`config.mk`:
```
export PLATFORM = sky130hd
export DESIGN_NAME = mbm_mode_control
export DESIGN_NICKNAME = d
export VERILOG_FILES = /design/src/inc/mbm_pkg.sv /design/src/verilog/mbm_mode_control.sv
export VERILOG_INCLUDE_DIRS = /design/src /design/src/inc
export SDC_FILE = /design/constraint.sdc
export NUM_CORES = 1
export LEC_CHECK = 0
export BUFFER_PORTS_ARGS = -buffer_cell sky130_fd_sc_hd__buf_2
export CORE_MARGIN = 4
export CORE_UTILIZATION = 66
export CTS_CLUSTER_DIAMETER = 80
export DETAILED_ROUTE_END_ITERATION = 10
export PLACE_DENSITY = 0.95
export RECOVER_POWER = 100
export SETUP_SLACK_MARGIN = 0.02
export SYNTH_ARGS = -nofsm -noshare
export SYNTH_HDL_FRONTEND = slang
export SYNTH_SLANG_ARGS = --single-unit
```
`constraint.sdc`:
```
create_clock -name clk -period 8.6 [get_ports clk]
set_input_delay 2.15 -clock clk [delete_from_list [all_inputs] [get_ports clk]]
set_output_delay 2.15 -clock clk [all_outputs]
set_load 0.005 [all_outputs]
```
`src/inc/mbm_cfg.svh`:
```
`ifndef MBM_CFG_SVH
`define MBM_CFG_SVH
`define MBM_NB 5
`define MBM_DW 32
`define MBM_AW 8
`define MBM_CFG_W 14
`define MBM_A_CTRL 8'h00
`define MBM_A_CFG0 8'h04
`define MBM_A_STEP 8'h04
`define MBM_A_EVT 8'h18
`define MBM_A_STAT 8'h1C
`define MBM_A_DLY 8'h20
`define MBM_I_CTRL 4'h0
`define MBM_I_CFG0 4'h1
`define MBM_I_EVT 4'h6
`define MBM_I_STAT 4'h7
`define MBM_I_DLY 4'h8
`define MBM_I_NONE 4'hF
`define MBM_C_PRESET 0
`define MBM_C_LCPL 1
`define MBM_C_WALK 2
`define MBM_C_POL 3
`define MBM_C_BUSRET 8
`define MBM_C_DNLD 9
`define MBM_C_SWREQ 10
`define MBM_C_SWVAL 11
`define MBM_C_SWIMM 12
`define MBM_C_DARK 16
`define MBM_E_MOT 0
`define MBM_E_ON 8
`define MBM_E_OFF 16
`define MBM_E_DEND 24
`define MBM_S_DET 0
`define MBM_S_DIS 5
`define MBM_S_ACT 10
`define MBM_S_GRP 15
`define MBM_S_PEND 16
`define MBM_S_BIND 17
`define MBM_S_TRUN 22
`define MBM_CTRL_RST 32'h0000_0000
`define MBM_CFG_RST 14'h0000
`define MBM_RESP_OK 2'b00
`define MBM_RESP_ERR 2'b10
`define MBM_CLK_MHZ 200
`define MBM_TDLY_S 10
`define MBM_TDLY_CYC (`MBM_TDLY_S * `MBM_CLK_MHZ * 1000000)
`endif

```
`src/inc/mbm_pkg.sv`:
```
`default_nettype none
package mbm_pkg;
  typedef enum logic [1:0] {APP_CEIL, APP_MOTION, APP_DETECTOR, APP_LIGHT} mbm_app_t;
  typedef enum logic [1:0] {TYP_SINGLE, TYP_MAIN, TYP_EXT, TYP_RSV} mbm_type_t;
  typedef enum logic [1:0] {MD_AUTO, MD_MANON, MD_MANOFF, MD_RSV} mbm_mode_t;
  typedef enum logic [1:0] {BH_NONE, BH_DISABLE, BH_DETECT, BH_RESTORE} mbm_beh_t;
  typedef enum logic [1:0] {GR_NONE, GR_ONE, GR_TWO, GR_RSV} mbm_grp_t;
  typedef enum logic [1:0] {ST_BASIC, ST_DETECT, ST_DISABLED} mbm_state_t;
  typedef struct packed {
    logic brightDep;
    logic en;
    mbm_grp_t grp;
    mbm_beh_t dlBeh;
    mbm_beh_t busBeh;
    mbm_mode_t mode;
    mbm_type_t typ;
    mbm_app_t app;
  } mbm_cfg_t;
  typedef struct packed {
    logic [4:0] beginTel;
    logic [4:0] endTel;
    logic [4:0] disTel;
  } mbm_tel_t;
endpackage : mbm_pkg
`default_nettype wire

```
`src/verilog/mbm_mode_control.sv`:
```
// The placing of the registers and register access over AXI4-Lite were left to the implementer.
`include "mbm_cfg.svh"
`default_nettype none
module mbm_mode_control
  import mbm_pkg::*;
#(
  parameter logic [31:0] TDLY_CYC = 32'(`MBM_TDLY_CYC)
)
(
  input wire logic clk,
  input wire logic sys_rst,
  input wire logic [`MBM_AW-1:0] s_axi_awaddr,
  input wire logic s_axi_awvalid,
  output logic s_axi_awready,
  input wire logic [`MBM_DW-1:0] s_axi_wdata,
  input wire logic [3:0] s_axi_wstrb,
  input wire logic s_axi_wvalid,
  output logic s_axi_wready,
  output logic [1:0] s_axi_bresp,
  output logic s_axi_bvalid,
  input wire logic s_axi_bready,
  input wire logic [`MBM_AW-1:0] s_axi_araddr,
  input wire logic s_axi_arvalid,
  output logic s_axi_arready,
  output logic [`MBM_DW-1:0] s_axi_rdata,
  output logic [1:0] s_axi_rresp,
  output logic s_axi_rvalid,
  input wire logic s_axi_rready,
  output mbm_tel_t tel,
  output logic presence,
  output logic lcDisable,
  output logic groupStatus,
  output logic groupStatusStb
);

  function automatic logic [3:0] mbm_idx(input logic [`MBM_AW-1:0] a);
    logic [3:0] r;
    r = `MBM_I_NONE;
    if (a == `MBM_A_CTRL)
      r = `MBM_I_CTRL;
    if (a == `MBM_A_EVT)
      r = `MBM_I_EVT;
    if (a == `MBM_A_STAT)
      r = `MBM_I_STAT;
    if (a == `MBM_A_DLY)
      r = `MBM_I_DLY;
    for (int k = 0; k < `MBM_NB; k++)
    begin
      if (a == `MBM_A_CFG0 + 8'(k) * `MBM_A_STEP)
        r = `MBM_I_CFG0 + 4'(k);
    end
    return r;
  endfunction : mbm_idx

  function automatic logic [`MBM_DW-1:0] mbm_merge(
    input logic [`MBM_DW-1:0] old,
    input logic [`MBM_DW-1:0] nw,
    input logic [3:0] strb
  );
    logic [`MBM_DW-1:0] r;
    r = old;
    for (int b = 0; b < 4; b++)
    begin
      if (strb[b])
        r[b*8 +: 8] = nw[b*8 +: 8];
    end
    return r;
  endfunction : mbm_merge

  // Settings that the block cannot take are folded to legal ones
  function automatic mbm_cfg_t mbm_fix(input mbm_cfg_t raw, input int idx);
    mbm_cfg_t c;
    c = raw;
    if (c.app == APP_LIGHT && idx != 0)
      c.app = APP_CEIL;
    if (c.app == APP_DETECTOR)
      c.typ = TYP_SINGLE;
    if (c.typ == TYP_RSV || (c.app == APP_LIGHT && c.typ == TYP_EXT))
      c.typ = TYP_SINGLE;
    if (c.app == APP_MOTION || c.app == APP_DETECTOR || c.mode == MD_RSV)
      c.mode = MD_AUTO;
    if (c.app == APP_LIGHT && c.mode == MD_MANOFF)
      c.mode = MD_AUTO;
    if (idx == 0)
      c.en = 1'b1;
    if (c.grp == GR_RSV)
      c.grp = GR_NONE;
    return c;
  endfunction : mbm_fix

  logic [`MBM_DW-1:0] ctrl;
  logic [`MBM_DW-1:0] dly;
  logic [`MBM_DW-1:0] wData;
  logic [`MBM_AW-1:0] awAddr;
  logic [3:0] wStrb;
  mbm_cfg_t cfgReg [`MBM_NB];
  wire logic [`MBM_DW-1:0] mergeCfg [`MBM_NB];
  logic doWr;
  logic [3:0] wIdx;
  logic [3:0] rIdx;
  logic [`MBM_DW-1:0] rdVal;
  logic rdErr;
  logic [`MBM_DW-1:0] stat;
  logic evtWr;
  logic ctlWr;
  logic busEv;
  logic dlEv;
  logic swReq;
  logic swWant;
  logic anyDet;
  logic actGrp;
  logic pend;
  logic pendGrp;
  logic [`MBM_NB-1:0] motEv;
  logic [`MBM_NB-1:0] onEv;
  logic [`MBM_NB-1:0] offEv;
  logic [`MBM_NB-1:0] dEndEv;
  logic [`MBM_NB-1:0] swEnd;
  logic [`MBM_NB-1:0] dark;
  wire logic [`MBM_NB-1:0] detV;
  wire logic [`MBM_NB-1:0] disV;
  wire logic [`MBM_NB-1:0] actV;
  wire logic [`MBM_NB-1:0] inCur;
  wire logic [`MBM_NB-1:0] bindV;
  wire logic [`MBM_NB-1:0] trunV;
  wire logic [`MBM_NB-1:0] begV;
  wire logic [`MBM_NB-1:0] endV;
  wire logic [`MBM_NB-1:0] disTelV;
  wire logic [`MBM_NB-1:0] lcV;

  // Write channel: address and data taken in either order
  assign doWr = ~s_axi_awready & ~s_axi_wready & ~s_axi_bvalid;
  assign wIdx = mbm_idx(awAddr);

  always_ff @(posedge clk)
  begin
    if (sys_rst)
    begin
      s_axi_awready <= 1'b1;
      s_axi_wready <= 1'b1;
      s_axi_bvalid <= 1'b0;
      s_axi_bresp <= `MBM_RESP_OK;
      awAddr <= '0;
      wData <= '0;
      wStrb <= '0;
    end
    else
    begin
      if (s_axi_awvalid && s_axi_awready)
      begin
        awAddr <= s_axi_awaddr;
        s_axi_awready <= 1'b0;
      end
      if (s_axi_wvalid && s_axi_wready)
      begin
        wData <= s_axi_wdata;
        wStrb <= s_axi_wstrb;
        s_axi_wready <= 1'b0;
      end
      if (doWr)
      begin
        s_axi_bvalid <= 1'b1;
        s_axi_bresp <= (wIdx == `MBM_I_NONE || wIdx == `MBM_I_STAT) ?
                       `MBM_RESP_ERR : `MBM_RESP_OK;
        s_axi_awready <= 1'b1;
        s_axi_wready <= 1'b1;
      end
      else if (s_axi_bvalid && s_axi_bready)
        s_axi_bvalid <= 1'b0;
    end
  end

  // Read channel
  assign rIdx = mbm_idx(s_axi_araddr);

  always_comb
  begin
    rdVal = '0;
    rdErr = 1'b0;
    for (int k = 0; k < `MBM_NB; k++)
    begin
      if (rIdx == `MBM_I_CFG0 + 4'(k))
        rdVal = 32'(mbm_fix(cfgReg[k], k));
    end
    case (rIdx)
      `MBM_I_CTRL: rdVal = ctrl;
      `MBM_I_STAT: rdVal = stat;
      `MBM_I_DLY: rdVal = dly;
      `MBM_I_NONE: rdErr = 1'b1;
      default: rdErr = 1'b0;
    endcase
  end

  always_ff @(posedge clk)
  begin
    if (sys_rst)
    begin
      s_axi_arready <= 1'b1;
      s_axi_rvalid <= 1'b0;
      s_axi_rdata <= '0;
      s_axi_rresp <= `MBM_RESP_OK;
    end
    else if (s_axi_arvalid && s_axi_arready)
    begin
      s_axi_rdata <= rdVal;
      s_axi_rresp <= rdErr ? `MBM_RESP_ERR : `MBM_RESP_OK;
      s_axi_rvalid <= 1'b1;
      s_axi_arready <= 1'b0;
    end
    else if (s_axi_rvalid && s_axi_rready)
    begin
      s_axi_rvalid <= 1'b0;
      s_axi_arready <= 1'b1;
    end
  end

  // Register storage
  always_ff @(posedge clk)
  begin
    if (sys_rst)
    begin
      ctrl <= `MBM_CTRL_RST;
      dly <= TDLY_CYC;
      for (int k = 0; k < `MBM_NB; k++)
        cfgReg[k] <= mbm_cfg_t'(`MBM_CFG_RST);
    end
    else if (doWr)
    begin
      if (wIdx == `MBM_I_CTRL)
        ctrl <= mbm_merge(ctrl, wData, wStrb);
      if (wIdx == `MBM_I_DLY)
        dly <= mbm_merge(dly, wData, wStrb);
      for (int k = 0; k < `MBM_NB; k++)
      begin
        if (wIdx == `MBM_I_CFG0 + 4'(k))
          cfgReg[k] <= mbm_cfg_t'(mergeCfg[k][`MBM_CFG_W-1:0]);
      end
    end
  end

  // Event strobes from register writes
  assign evtWr = doWr && wIdx == `MBM_I_EVT;
  assign ctlWr = doWr && wIdx == `MBM_I_CTRL && wStrb[1];
  assign motEv = evtWr ? wData[`MBM_E_MOT +: `MBM_NB] : '0;
  assign onEv = evtWr ? wData[`MBM_E_ON +: `MBM_NB] : '0;
  assign offEv = evtWr ? wData[`MBM_E_OFF +: `MBM_NB] : '0;
  assign dEndEv = evtWr ? wData[`MBM_E_DEND +: `MBM_NB] : '0;
  assign busEv = ctlWr && wData[`MBM_C_BUSRET];
  assign dlEv = ctlWr && wData[`MBM_C_DNLD];
  assign swReq = ctlWr && wData[`MBM_C_SWREQ];
  assign swWant = wData[`MBM_C_SWVAL] ^ ctrl[`MBM_C_POL];
  assign dark = ctrl[`MBM_C_DARK +: `MBM_NB];
  assign anyDet = |(inCur & detV);
  assign swEnd = (swReq && wData[`MBM_C_SWIMM]) ? (inCur & detV) : '0;

  // Group selection and switch-over
  always_ff @(posedge clk)
  begin
    if (sys_rst)
    begin
      actGrp <= 1'b0;
      pend <= 1'b0;
      pendGrp <= 1'b0;
      groupStatus <= 1'b0;
      groupStatusStb <= 1'b0;
    end
    else
    begin
      groupStatusStb <= 1'b0;
      if (busEv || dlEv)
      begin
        actGrp <= ctrl[`MBM_C_PRESET];
        pend <= 1'b0;
      end
      else if (swReq)
      begin
        groupStatusStb <= 1'b1;
        if (wData[`MBM_C_SWIMM] || !anyDet)
        begin
          actGrp <= swWant;
          pend <= 1'b0;
          groupStatus <= swWant ^ ctrl[`MBM_C_POL];
        end
        else
        begin
          pend <= 1'b1;
          pendGrp <= swWant;
          groupStatus <= actGrp ^ ctrl[`MBM_C_POL];
        end
      end
      else if (pend && !anyDet)
      begin
        actGrp <= pendGrp;
        pend <= 1'b0;
        groupStatus <= pendGrp ^ ctrl[`MBM_C_POL];
        groupStatusStb <= 1'b1;
      end
    end
  end

  // One detection block per instance
  for (genvar i = 0; i < `MBM_NB; i++)
  begin : g_blk
    mbm_cfg_t c;
    mbm_beh_t beh;
    mbm_state_t st;
    mbm_state_t prev;
    logic [`MBM_DW-1:0] tmr;
    logic tRun;
    logic bInd;
    logic bt;
    logic et;
    logic dt;
    logic lc;
    logic actNew;
    logic sel;
    logic cond;
    logic expired;
    logic ending;

    assign mergeCfg[i] = mbm_merge(32'(cfgReg[i]), wData, wStrb);
    assign c = mbm_fix(cfgReg[i], i);
    assign lc = (i == 0) && ctrl[`MBM_C_LCPL] && c.app == APP_LIGHT;
    assign lcV[i] = lc;
    assign inCur[i] = c.grp != GR_NONE && (c.grp == GR_TWO) == actGrp;
    assign actV[i] = c.en && !ctrl[`MBM_C_WALK] &&
                     (c.grp == GR_NONE || (c.grp == GR_TWO) == actGrp);
    assign actNew = c.en && !ctrl[`MBM_C_WALK] &&
                    (c.grp == GR_NONE || (c.grp == GR_TWO) == ctrl[`MBM_C_PRESET]);
    assign sel = actNew && c.typ != TYP_EXT;
    assign beh = dlEv ? ((c.dlBeh == BH_RESTORE) ? BH_NONE : c.dlBeh) : c.busBeh;
    assign cond = !c.brightDep || dark[i];
    assign expired = tRun && tmr == '0;
    assign ending = actV[i] && st == ST_DETECT &&
                    ((offEv[i] && c.mode != MD_AUTO) || (expired && !motEv[i]));

    always_ff @(posedge clk)
    begin
      if (sys_rst)
      begin
        st <= ST_BASIC;
        prev <= ST_BASIC;
        tmr <= '0;
        tRun <= 1'b0;
        bInd <= 1'b0;
        bt <= 1'b0;
        et <= 1'b0;
        dt <= 1'b0;
      end
      else
      begin
        bt <= 1'b0;
        et <= 1'b0;
        dt <= 1'b0;
        if (tRun && tmr != '0)
          tmr <= tmr - 32'h0000_0001;
        if ((busEv || dlEv) && sel)
        begin
          unique case (beh)
            BH_NONE:
            begin
              st <= ST_BASIC;
              tRun <= 1'b0;
            end
            BH_DISABLE:
            begin
              st <= ST_DISABLED;
              prev <= ST_BASIC;
              tRun <= 1'b0;
              dt <= !lc;
            end
            BH_DETECT:
            begin
              st <= ST_DETECT;
              tRun <= 1'b1;
              tmr <= dly;
              bt <= !lc;
              bInd <= cond;
            end
            BH_RESTORE: st <= st;
          endcase
        end
        else if (swEnd[i] || ending)
        begin
          st <= ST_BASIC;
          tRun <= 1'b0;
          et <= !lc;
        end
        else if (actV[i])
        begin
          unique case (st)
            ST_BASIC:
            begin
              if ((c.mode == MD_MANON) ? onEv[i] : (motEv[i] && cond))
              begin
                st <= ST_DETECT;
                tRun <= c.mode != MD_MANOFF;
                tmr <= dly;
                bt <= !lc;
                bInd <= cond;
              end
            end
            ST_DETECT:
            begin
              if (motEv[i] && tRun)
                tmr <= dly;
            end
            ST_DISABLED:
            begin
              if (dEndEv[i])
                st <= prev;
            end
            default: st <= ST_BASIC;
          endcase
        end
      end
    end

    assign detV[i] = st == ST_DETECT;
    assign disV[i] = st == ST_DISABLED;
    assign bindV[i] = bInd;
    assign trunV[i] = tRun;
    assign begV[i] = bt;
    assign endV[i] = et;
    assign disTelV[i] = dt;
  end

  assign tel = '{beginTel: begV, endTel: endV, disTel: disTelV};

  // Light-control indications of the first block
  always_ff @(posedge clk)
  begin
    if (sys_rst)
    begin
      presence <= 1'b0;
      lcDisable <= 1'b0;
    end
    else
    begin
      presence <= lcV[0] && detV[0];
      lcDisable <= lcV[0] && disV[0];
    end
  end

  always_comb
  begin
    stat = '0;
    stat[`MBM_S_DET +: `MBM_NB] = detV;
    stat[`MBM_S_DIS +: `MBM_NB] = disV;
    stat[`MBM_S_ACT +: `MBM_NB] = actV;
    stat[`MBM_S_GRP] = actGrp;
    stat[`MBM_S_PEND] = pend;
    stat[`MBM_S_BIND +: `MBM_NB] = bindV;
    stat[`MBM_S_TRUN +: `MBM_NB] = trunV;
  end

endmodule : mbm_mode_control
`default_nettype wire

```
Yosys cells after proc, flatten, opt, wreduce, memory -nomap -nowiden
Memory sizes are Yosys's and may differ from the RTL's.
Cells that the tools add are included.
W data, S select, Z words.
{"block": "totals", "regBits": 351, "ramBits": 70, "inputBits": 59, "out_inout_bits": 60, "wordCells": 918, "memories": 1}
{"name": "cfgReg", "depth": 5, "width": 14, "rd": 5, "rd_ports_with_merged_regs": 0, "write_ports": 5, "line_no": "mbm_mode_control.sv:96", "text": "mbm_cfg_t cfgReg [`MBM_NB];"}
{"block": "classes", "addsub": 5, "eq_ne": 200, "muxes": 336, "bitwise_logic": 24, "n_reduce_logical": 291}
{"cell": "$mux W32", "n": 39}
{"cell": "$pmux W32 S2", "n": 5}
{"cell": "$mux W2", "n": 98}
{"cell": "$eq A2 B2 Y1 const B", "n": 87}
{"cell": "$logic_not A32 Y1", "n": 5}
{"cell": "$reduce_bool A32 Y1", "n": 5}
{"cell": "$sub A32 B1 Y32 const B", "n": 5}
{"cell": "$mux W1", "n": 139}
{"cell": "$logic_and A1 B1 Y1", "n": 105}
{"cell": "$pmux W32 S3", "n": 1}
{"cell": "$mux W14", "n": 6}
{"cell": "$mux W4", "n": 18}
{"cell": "$eq A8 B5 Y1 const B", "n": 8}
{"cell": "$pmux W2 S3", "n": 10}
{"cell": "$logic_or A1 B1 Y1", "n": 56}
{"cell": "$reduce_bool A2 Y1", "n": 28}
{"cell": "$reduce_and A5 Y1", "n": 10}
{"cell": "$eq A2 B1 Y1 const B", "n": 24}
{"cell": "$reduce_bool A3 Y1", "n": 16}
{"cell": "$mux W8", "n": 5}
{"cell": "$ne A2 B2 Y1 const B", "n": 20}
{"cell": "$eq A8 B4 Y1 const B", "n": 4}
{"cell": "$logic_not A2 Y1", "n": 15}
{"cell": "$mux W6", "n": 5}
{"cell": "other kinds (28)", "n": 142}

Longest topological paths before layout
Gate-level depths: netlist of run 1.
{"block": "depth", "ltp_word": 25, "ltp_mapped": 11, "depth_no_buf": 9}

Worst setup path before layout of run 1
No wires, ideal clock.
{"block": "synth_path", "path_type": "in2reg", "startpoint": "in s_axi_araddr[1]", "endpoint": "reg s_axi_rdata[15]", "setup_ps": 86, "arrival_time_ps": 3947, "setup_slack_ps": 4567, "path_stages": 7, "path_buffers": 2, "path_cell_list": "or4_1 nor4_1 and2_1 clkbuf_1 clkbuf_1 a222oi_1 a211oi_1"}
{"block": "synth_via", "elab_chain_cells": 15, "word_cells_on_any_way": 28, "classes_between": "13 x eq/ne; 13 x mux; 2 x reduce/logical"}
{"item": "from (decl)", "line_no": "mbm_mode_control.sv:22", "text": "input wire logic [`MBM_AW-1:0] s_axi_araddr,"}
{"item": "$logic_not A8 Y1 (no line)"}
{"item": "$mux W4", "line_no": "mbm_mode_control.sv:39", "text": "if (a == `MBM_A_CTRL)"}
{"item": "$mux W4", "line_no": "mbm_mode_control.sv:41", "text": "if (a == `MBM_A_EVT)"}
{"item": "$mux W4", "line_no": "mbm_mode_control.sv:43", "text": "if (a == `MBM_A_STAT)"}
{"item": "$mux W4", "line_no": "mbm_mode_control.sv:45", "text": "if (a == `MBM_A_DLY)"}
{"item": "$mux W4 (4 in a row)", "line_no": "mbm_mode_control.sv:49", "text": "if (a == `MBM_A_CFG0 + 8'(k) * `MBM_A_STEP)"}
{"item": "$mux W4 (*)", "line_no": "mbm_mode_control.sv:49"}
{"item": "$eq A4 B2 Y1", "line_no": "mbm_mode_control.sv:182", "text": "if (rIdx == `MBM_I_CFG0 + 4'(k))"}
{"item": "$mux W32 (3 in a row)", "line_no": "mbm_mode_control.sv:182"}
{"item": "$pmux W32 S3 (*)", "line_no": "mbm_mode_control.sv:185", "text": "case (rIdx)"}
{"item": "to (signal assigned)", "line_no": "mbm_mode_control.sv:205", "text": "s_axi_rdata <= rdVal;"}
{"item": "to (decl)", "line_no": "mbm_mode_control.sv:25", "text": "output logic [`MBM_DW-1:0] s_axi_rdata,"}
Mark *: on every way between the ends. The rest lies on a longest branch, timed or not.
A chain may end at the register's enable or synchronous reset.

Worst setup path after layout of run 1
{"block": "layout_path", "startpoint": "in sys_rst", "endpoint": "reg g_blk[1].tmr[16]"}
{"item": "from (decl)", "line_no": "mbm_mode_control.sv:11", "text": "input wire logic sys_rst,"}
{"item": "to (signal assigned)", "line_no": "mbm_mode_control.sv:356", "text": "tmr <= tmr - 32'h0000_0001;"}
{"item": "to (signal assigned)", "line_no": "mbm_mode_control.sv:376", "text": "tmr <= dly;"}
{"item": "to (signal assigned)", "line_no": "mbm_mode_control.sv:398", "text": "tmr <= dly;"}
{"item": "to (decl)", "line_no": "mbm_mode_control.sv:308", "text": "logic [`MBM_DW-1:0] tmr;"}
No word-level cell between the ends.

==> results.md, run 1 <==
* Clock Path Buffers at 3
* Total gr overflow at 0
* Chip width at 188 um
* Final core utilization at 73.3%
* Setup Crit Path Kind: input pin to flip-flop
* Final ANT Viol Nets at 0
* Hold_buf cts at 0
* Area contributors post-synth: dfxtp_1 33%, edfxtp_1 9.7%, nand2_1 6.4%
* Share of the synthesized area in the top cell type at 32.7%
* Worst path required time at 9.01 ns
* Number of distinct library cells after synthesis at 90
* Clock latency on the worst-skew pair at 0.58 ns
* Final hold violations at 0
* GRT Overall Usage at 42.3%
* Area leader, netlist: dfxtp_1
* Post-synth top cells: 363 x nand2_1, 349 x dfxtp_1, 234 x nor2_1
* Largest fanout on the critical path at 164
* Outcome: complete, but fails checks
* Initial antenna violation count at 3
* Clock period minus worst slack at 6.11 ns
* CTS root buf: clkbuf_16
* Ys flop type: dfxtp_1
* Avg WL per Cell at 25.6 um
* Share of cells above drive strength 1 at 8.22%
* Startpoint class of the critical path: input pin
* Worst EP arrival at 6.52 ns
* CTS tree: done
* Setup TNS at 0 ns
* Flops & latches, synth at 418
* Peak VDD IR at 193 uV
* TritonCTS buffer count at 43
* Setup crit end kind: flip-flop
* Synth Warn # at 0
* Post-cts repair resize count at 0
* Syn Area/Cell at 8.33 um2
* Chip Height at 188 um
* Post-Syn Instances at 2,568
* Final wirelength at 77,700 um
* Worst hold path class: flip-flop to flip-flop
* Asr flop ratio synth at 0%
* First-pass GRT wire length at 117,000 um
* RSZ-0062 raised after global routing: false
* Drt pass-1 iters at 8
* Failing checks: capacitance limit, slew limit
* Vias in the first global route at 19,497
* Row count at 65
* Final Skew at 0.0255 ns
* FMAX at 164 MHz
* Vias per cell at 6.93
* Tightest Pin Transition at 3.48 ns
* # setup viols final at 0
* Synthesized area at 21,400 um2
* # nets final at 2,660
* Post-CTS setup buffers at 0
* Starting density of the core at 67.3%
* Top-count cell post-synth: nand2_1
* Clk slew on worst S/H paths at 0.06 ns
* Pwr/cell area at 183 nW/um2
* Drt drc at 0
* Core Area at 31,800 um2
* Power Total at 4.26 mW
* PortBufs at 116
* Largest net degree at the start of global routing at 165
* Area growth syn-to-layout at 8.99%
* Max-slew violations at 348
* Relative slew slack at -132%
* Vias at 21,080
* RePlAce Congestion at 1.04
* Seq/Total Area, Yosys at 42.4%
* H-tree depth at 2
* Detailed placement HPWL at 53,200 um
* Final worst-path cycle share at 71.1%
* Max-cap violations at 9
* CTS Sinks at 418
* Drt first-iter violations at 3,481
* I/O pin cnt at 119
* Leak at 8.56 nW
* Die area at 35,300 um2
* WHS at 0.463 ns
* Number of synthesized flops with an enable pin at 69
[sequential cells by signal (all words and copies together) (netlist names), 4 cells and up]
register / flops
g_blk.st: 10
s_axi_rdata: 32
g_blk.tmr: 160
g_blk.dt: 5
g_blk.bInd: 5
g_blk.tRun: 5
g_blk.et: 5
ctrl: 32
cfgReg: 69
wData: 32
g_blk.bt: 5
wStrb: 4
awAddr: 8
dly: 32
[metal layers]
metal | global-route usage, % | part of all wire, % | vias to the layer above
met4 | 27.1 | 8.6 | 2
met5 | 0 | 0.014 | -
li1 | - | - | 9260
met1 | 54.1 | 36 | 9832
met2 | 63.9 | 42 | 1595
met3 | 10.8 | 13 | 391
[area by class of cell]
type	count	area, um2
multi-input combinational	1915	11400
timing repair buffer	138	684
clock buffer	64	1290
antenna	3	7.51
sequential	418	9060
clock inverter	14	169
inverter	54	203
fill	2277	8490
tap	435	544
[stage by stage]
step / setup WS, ns / cell area [um2] / std cells
2_1_floorplan: 4.57 / 21400 / 2569
3_3_place_gp: 3.89 / 21900 / 2960
3_5_place_dp: 3.85 / 21900 / 2960
4_1_cts: 4.44 / 23400 / 3038
5_1_grt: 2.21 / 23300 / 3038
6_report: 2.49 / 23300 / 3041
[final timing paths]
kind / from / endpoint / slack [ns] / cells after the start
min reg2reg: ctrl[11]$_SDFFE_PP0P_ / ctrl[11]$_SDFFE_PP0P_ / 0.46 / 2
max: sys_rst / g_blk[1].tmr[16]$_SDFF_PP0_ / 2.49 / 4
min: ctrl[11]$_SDFFE_PP0P_ / ctrl[11]$_SDFFE_PP0P_ / 0.46 / 2
max reg2reg: s_axi_awready$_SDFFE_PP1P_ / g_blk[3].tmr[11]$_SDFF_PP0_ / 3.37 / 9
[kinds of logic (layout without fill, tap and decap cells)]
logic type	Yosys count	in the layout	share of synthesized area, %
other cells	1	5	0.0175
compound gates	555	555	17.0
fa+ha+maj	31	31	1.81
xor+xnor	147	147	6.02
buf+inv	236	270	4.67
flops	418	418	42.4
mux	35	35	1.66
simple gates	1145	1145	26.5
[placed cells by master, fill, tap and decap left out, types with 14 or more instances in the layout]
cell / netlist / layout
a211oi_1: 89 / 90
a21oi_1: 202 / 201
a221oi_1: 19 / 19
a222oi_1: 15 / 15
a31oi_1: 19 / 19
and2_0: 0 / 19
and3_1: 14 / 14
buf_2: 14 / 82
buf_4: 21 / 14
clkbuf_1: 137 / 50
clkbuf_16: 0 / 44
dfxtp_1: 349 / 349
edfxtp_1: 69 / 69
ha_1: 31 / 31
inv_1: 52 / 53
mux2i_1: 32 / 32
nand2_1: 363 / 363
nand2b_1: 20 / 20
nand3_1: 149 / 149
nand4_1: 20 / 20
nor2_1: 234 / 232
nor2b_1: 26 / 25
nor3_1: 72 / 73
nor3b_1: 19 / 19
nor4_1: 62 / 62
o21ai_0: 74 / 75
o31ai_1: 35 / 34
or3_1: 34 / 34
or4_1: 36 / 36
xnor2_1: 104 / 104
xor2_1: 43 / 43
[report_power, final]
group | total [mW] | leakage [nW] | switching, mW | internal [mW]
Sequential | 2.10 | 3.53 | 0.0710 | 2.03
Clock | 1.93 | 0.715 | 0.805 | 1.13
Combinational | 0.225 | 4.31 | 0.154 | 0.0713
[worst max-delay path, stage by stage]
cell	delay [ns]
buf_8	0.61
clkbuf_1	2.50
buf_4	0.94
o31ai_1	0.20
Note: power is estimated with default switching activity, not from simulation.
==> run 2, diff against run 1 <==
CORE_UTILIZATION = 56   (was 66)
PLACE_DENSITY = 0.87   (was 0.95)
clock period = 5.3 ns   (was 8.6 ns; I/O delays follow)
==> results.md, run 2 (same netlist as run 1, synthesis figures left out) <==
* Switching Fraction at 24.3%
* Worst EP arrival at 4.80 ns
* CTS root buf: clkbuf_16
* Net switching power at 1.72 mW
* Vias per cell at 6.60
* TritonCTS buffer count at 45
* Row count at 71
* Multi-input logic area at 11,400 um2
* Clk slew on worst S/H paths at 0.06 ns
* Final worst-path cycle share at 84.3%
* # setup viols final at 0
* Setup crit end kind: flip-flop
* Hold_buf cts at 0
* Vias at 20,651
* Combinational power share at 5.4%
* Drt first-iter violations at 2,698
* FMAX at 224 MHz
* Die area at 41,400 um2
* Initial antenna violation count at 3
* Area growth syn-to-layout at 10.0%
* Top reg by flops: g_blk.tmr
* Avg WL per Cell at 24.5 um
* Max reg flops at 160
* Commonest non-fill, non-tap cell in the layout: nand2_1
* Post-cts repair resize count at 0
* Vias in the first global route at 19,711
* Slowest stage cell, crit path: a2111oi_0
* Detailed placement HPWL at 52,900 um
* Tightest Pin Transition at 2.68 ns
* Reg area at 9060 um2
* Final Skew at 0.0196 ns
* Crit path buf inv count at 2
* # nets final at 2,669
* Final ANT Viol Nets at 0
* Clock latency on the worst-skew pair at 0.58 ns
* Outcome: complete, but fails checks
* Clock period minus worst slack at 4.47 ns
* Setup Crit Path Kind: flip-flop to flip-flop
* Drt drc at 0
* Largest fanout on the critical path at 35
* Pwr/cell area at 300 nW/um2
* Final hold violations at 0
* Biggest regs: g_blk.tmr (160), cfgReg (69)
* RSZ-0062 raised after global routing: false
* Failing checks: capacitance limit, slew limit
* Int Power at 5.34 mW
* CTS Sinks at 418
* Core Area at 37,700 um2
* I/O pin cnt at 119
* DP Area at 22,100 um2
* Fill count at 3,236
* H-tree depth at 2
* Total gr overflow at 0
* CP top delay family: simple AND/OR/NAND/NOR gates
* Largest net degree at the start of global routing at 122
* Starting density of the core at 56.8%
* Flop pwr share at 48.0%
* Worst hold path class: flip-flop to flip-flop
* Max-slew violations at 219
* Clock Path Buffers at 3
* Leak at 8.63 nW
* Max-cap violations at 4
* PortBufs at 116
* Relative slew slack at -78.4%
* Chip width at 203 um
* Clock power share at 46.6%
* Most Frequent Cell on Critical Path: clkbuf_1
* Most frequent cells in the layout: 363 x nand2_1, 349 x dfxtp_1, 233 x nor2_1
* GRT Overall Usage at 35.7%
* Final wirelength at 76,500 um
* RePlAce Congestion at 1.03
* Peak VDD IR at 353 uV
* CTS tree: done
* Fin area at 23,500 um2
* Chip Height at 203 um
* Startpoint class of the critical path: flip-flop
* Drt pass-1 iters at 6
* Cells along the critical path: nor3_1 -> nand4_1 -> clkbuf_1 -> or3_1 -> a2111oi_0 -> nor2_2 -> clkbuf_1 -> o21ai_0 -> a21oi_1
* Max stage delay on crit path at 0.90 ns
* Share of cells above drive strength 1 at 8.68%
* Worst path required time at 5.63 ns
* First-pass GRT wire length at 115,000 um
* Post-CTS setup buffers at 0
* Setup TNS at 0 ns
==> run 2: cell count changes in the layout (fill, tap and decap cells not counted), moves of 2 or more <==
cell,before,now
and2_0,19,16
and2_1,2,5
buf_2,82,75
buf_4,14,23
bufinv_16,3,6
clkbuf_8,11,5
clkinv_2,5,12
clkinvlp_4,1,4
diode_2,3,1
==> run 2: path summary, 6_finish.rpt <==
check	startpoint	endpoint	slack (ns)	depth (start not counted)
max	s_axi_awready$_SDFFE_PP1P_	g_blk[4].tmr[19]$_SDFF_PP0_	0.83	9
min	ctrl[12]$_SDFFE_PP0P_	ctrl[12]$_SDFFE_PP0P_	0.46	2
max reg2reg	s_axi_awready$_SDFFE_PP1P_	g_blk[4].tmr[19]$_SDFF_PP0_	0.83	9
min reg2reg	ctrl[12]$_SDFFE_PP0P_	ctrl[12]$_SDFFE_PP0P_	0.46	2
==> run 2: cell type report <==
class | instances | area share, %
Clock buffer | 55 | 5.16
Tap cell | 511 | 2.72
Multi-Input combinational cell | 1915 | 48.3
Antenna cell | 1 | 0.0106
Clock inverter | 28 | 1.33
Sequential cell | 418 | 38.5
Inverter | 54 | 0.861
Timing Repair Buffer | 145 | 3.08
==> run 2: per-stage QoR <==
step / hold WS (ns) / worst slack, ns / instances / total power, mW / utilization, %
floorplan: 0.436 / 2.09 / 2569 / 3.63 / -
global placement: 0.445 / 1.51 / 3043 / 3.81 / 58.7
detailed placement: 0.452 / 1.45 / 3043 / 3.82 / 58.7
CTS: 0.462 / 1.41 / 3126 / 7.03 / 62.7
global route: 0.481 / 0.513 / 3126 / 7.22 / 62.5
finish: 0.463 / 0.833 / 3127 / 7.05 / 62.5
==> run 2: per-layer routing <==
metal / up-vias / global-route usage (%) / wire length [um]
li1: 9262 / - / -
met5: - / 0 / 37
met3: 366 / 6.54 / 7900
met4: 6 / 27.8 / 7340
met1: 9806 / 44.5 / 28000
met2: 1211 / 54.8 / 33200
==> run 2: worst reg2reg max path: cells and delay by family, from the launching register on <==
kind                   cells  cell delay, ns
DFF                        1            0.42
and+or+nand+nor            4            1.40
AOI/OAI and AO/OA          3            1.32
buffers and inverters      2            1.09
==> run 2: power by group through the flow <==
stage / logic [mW] / clock network, mW / registers [mW]
CTS: 0.374 / 3.28 / 3.38
detailed placement: 0.370 / 0 / 3.45
floorplan: 0.237 / 0 / 3.40
finish: 0.380 / 3.29 / 3.39
global route: 0.407 / 3.42 / 3.39
global placement: 0.364 / 0 / 3.45
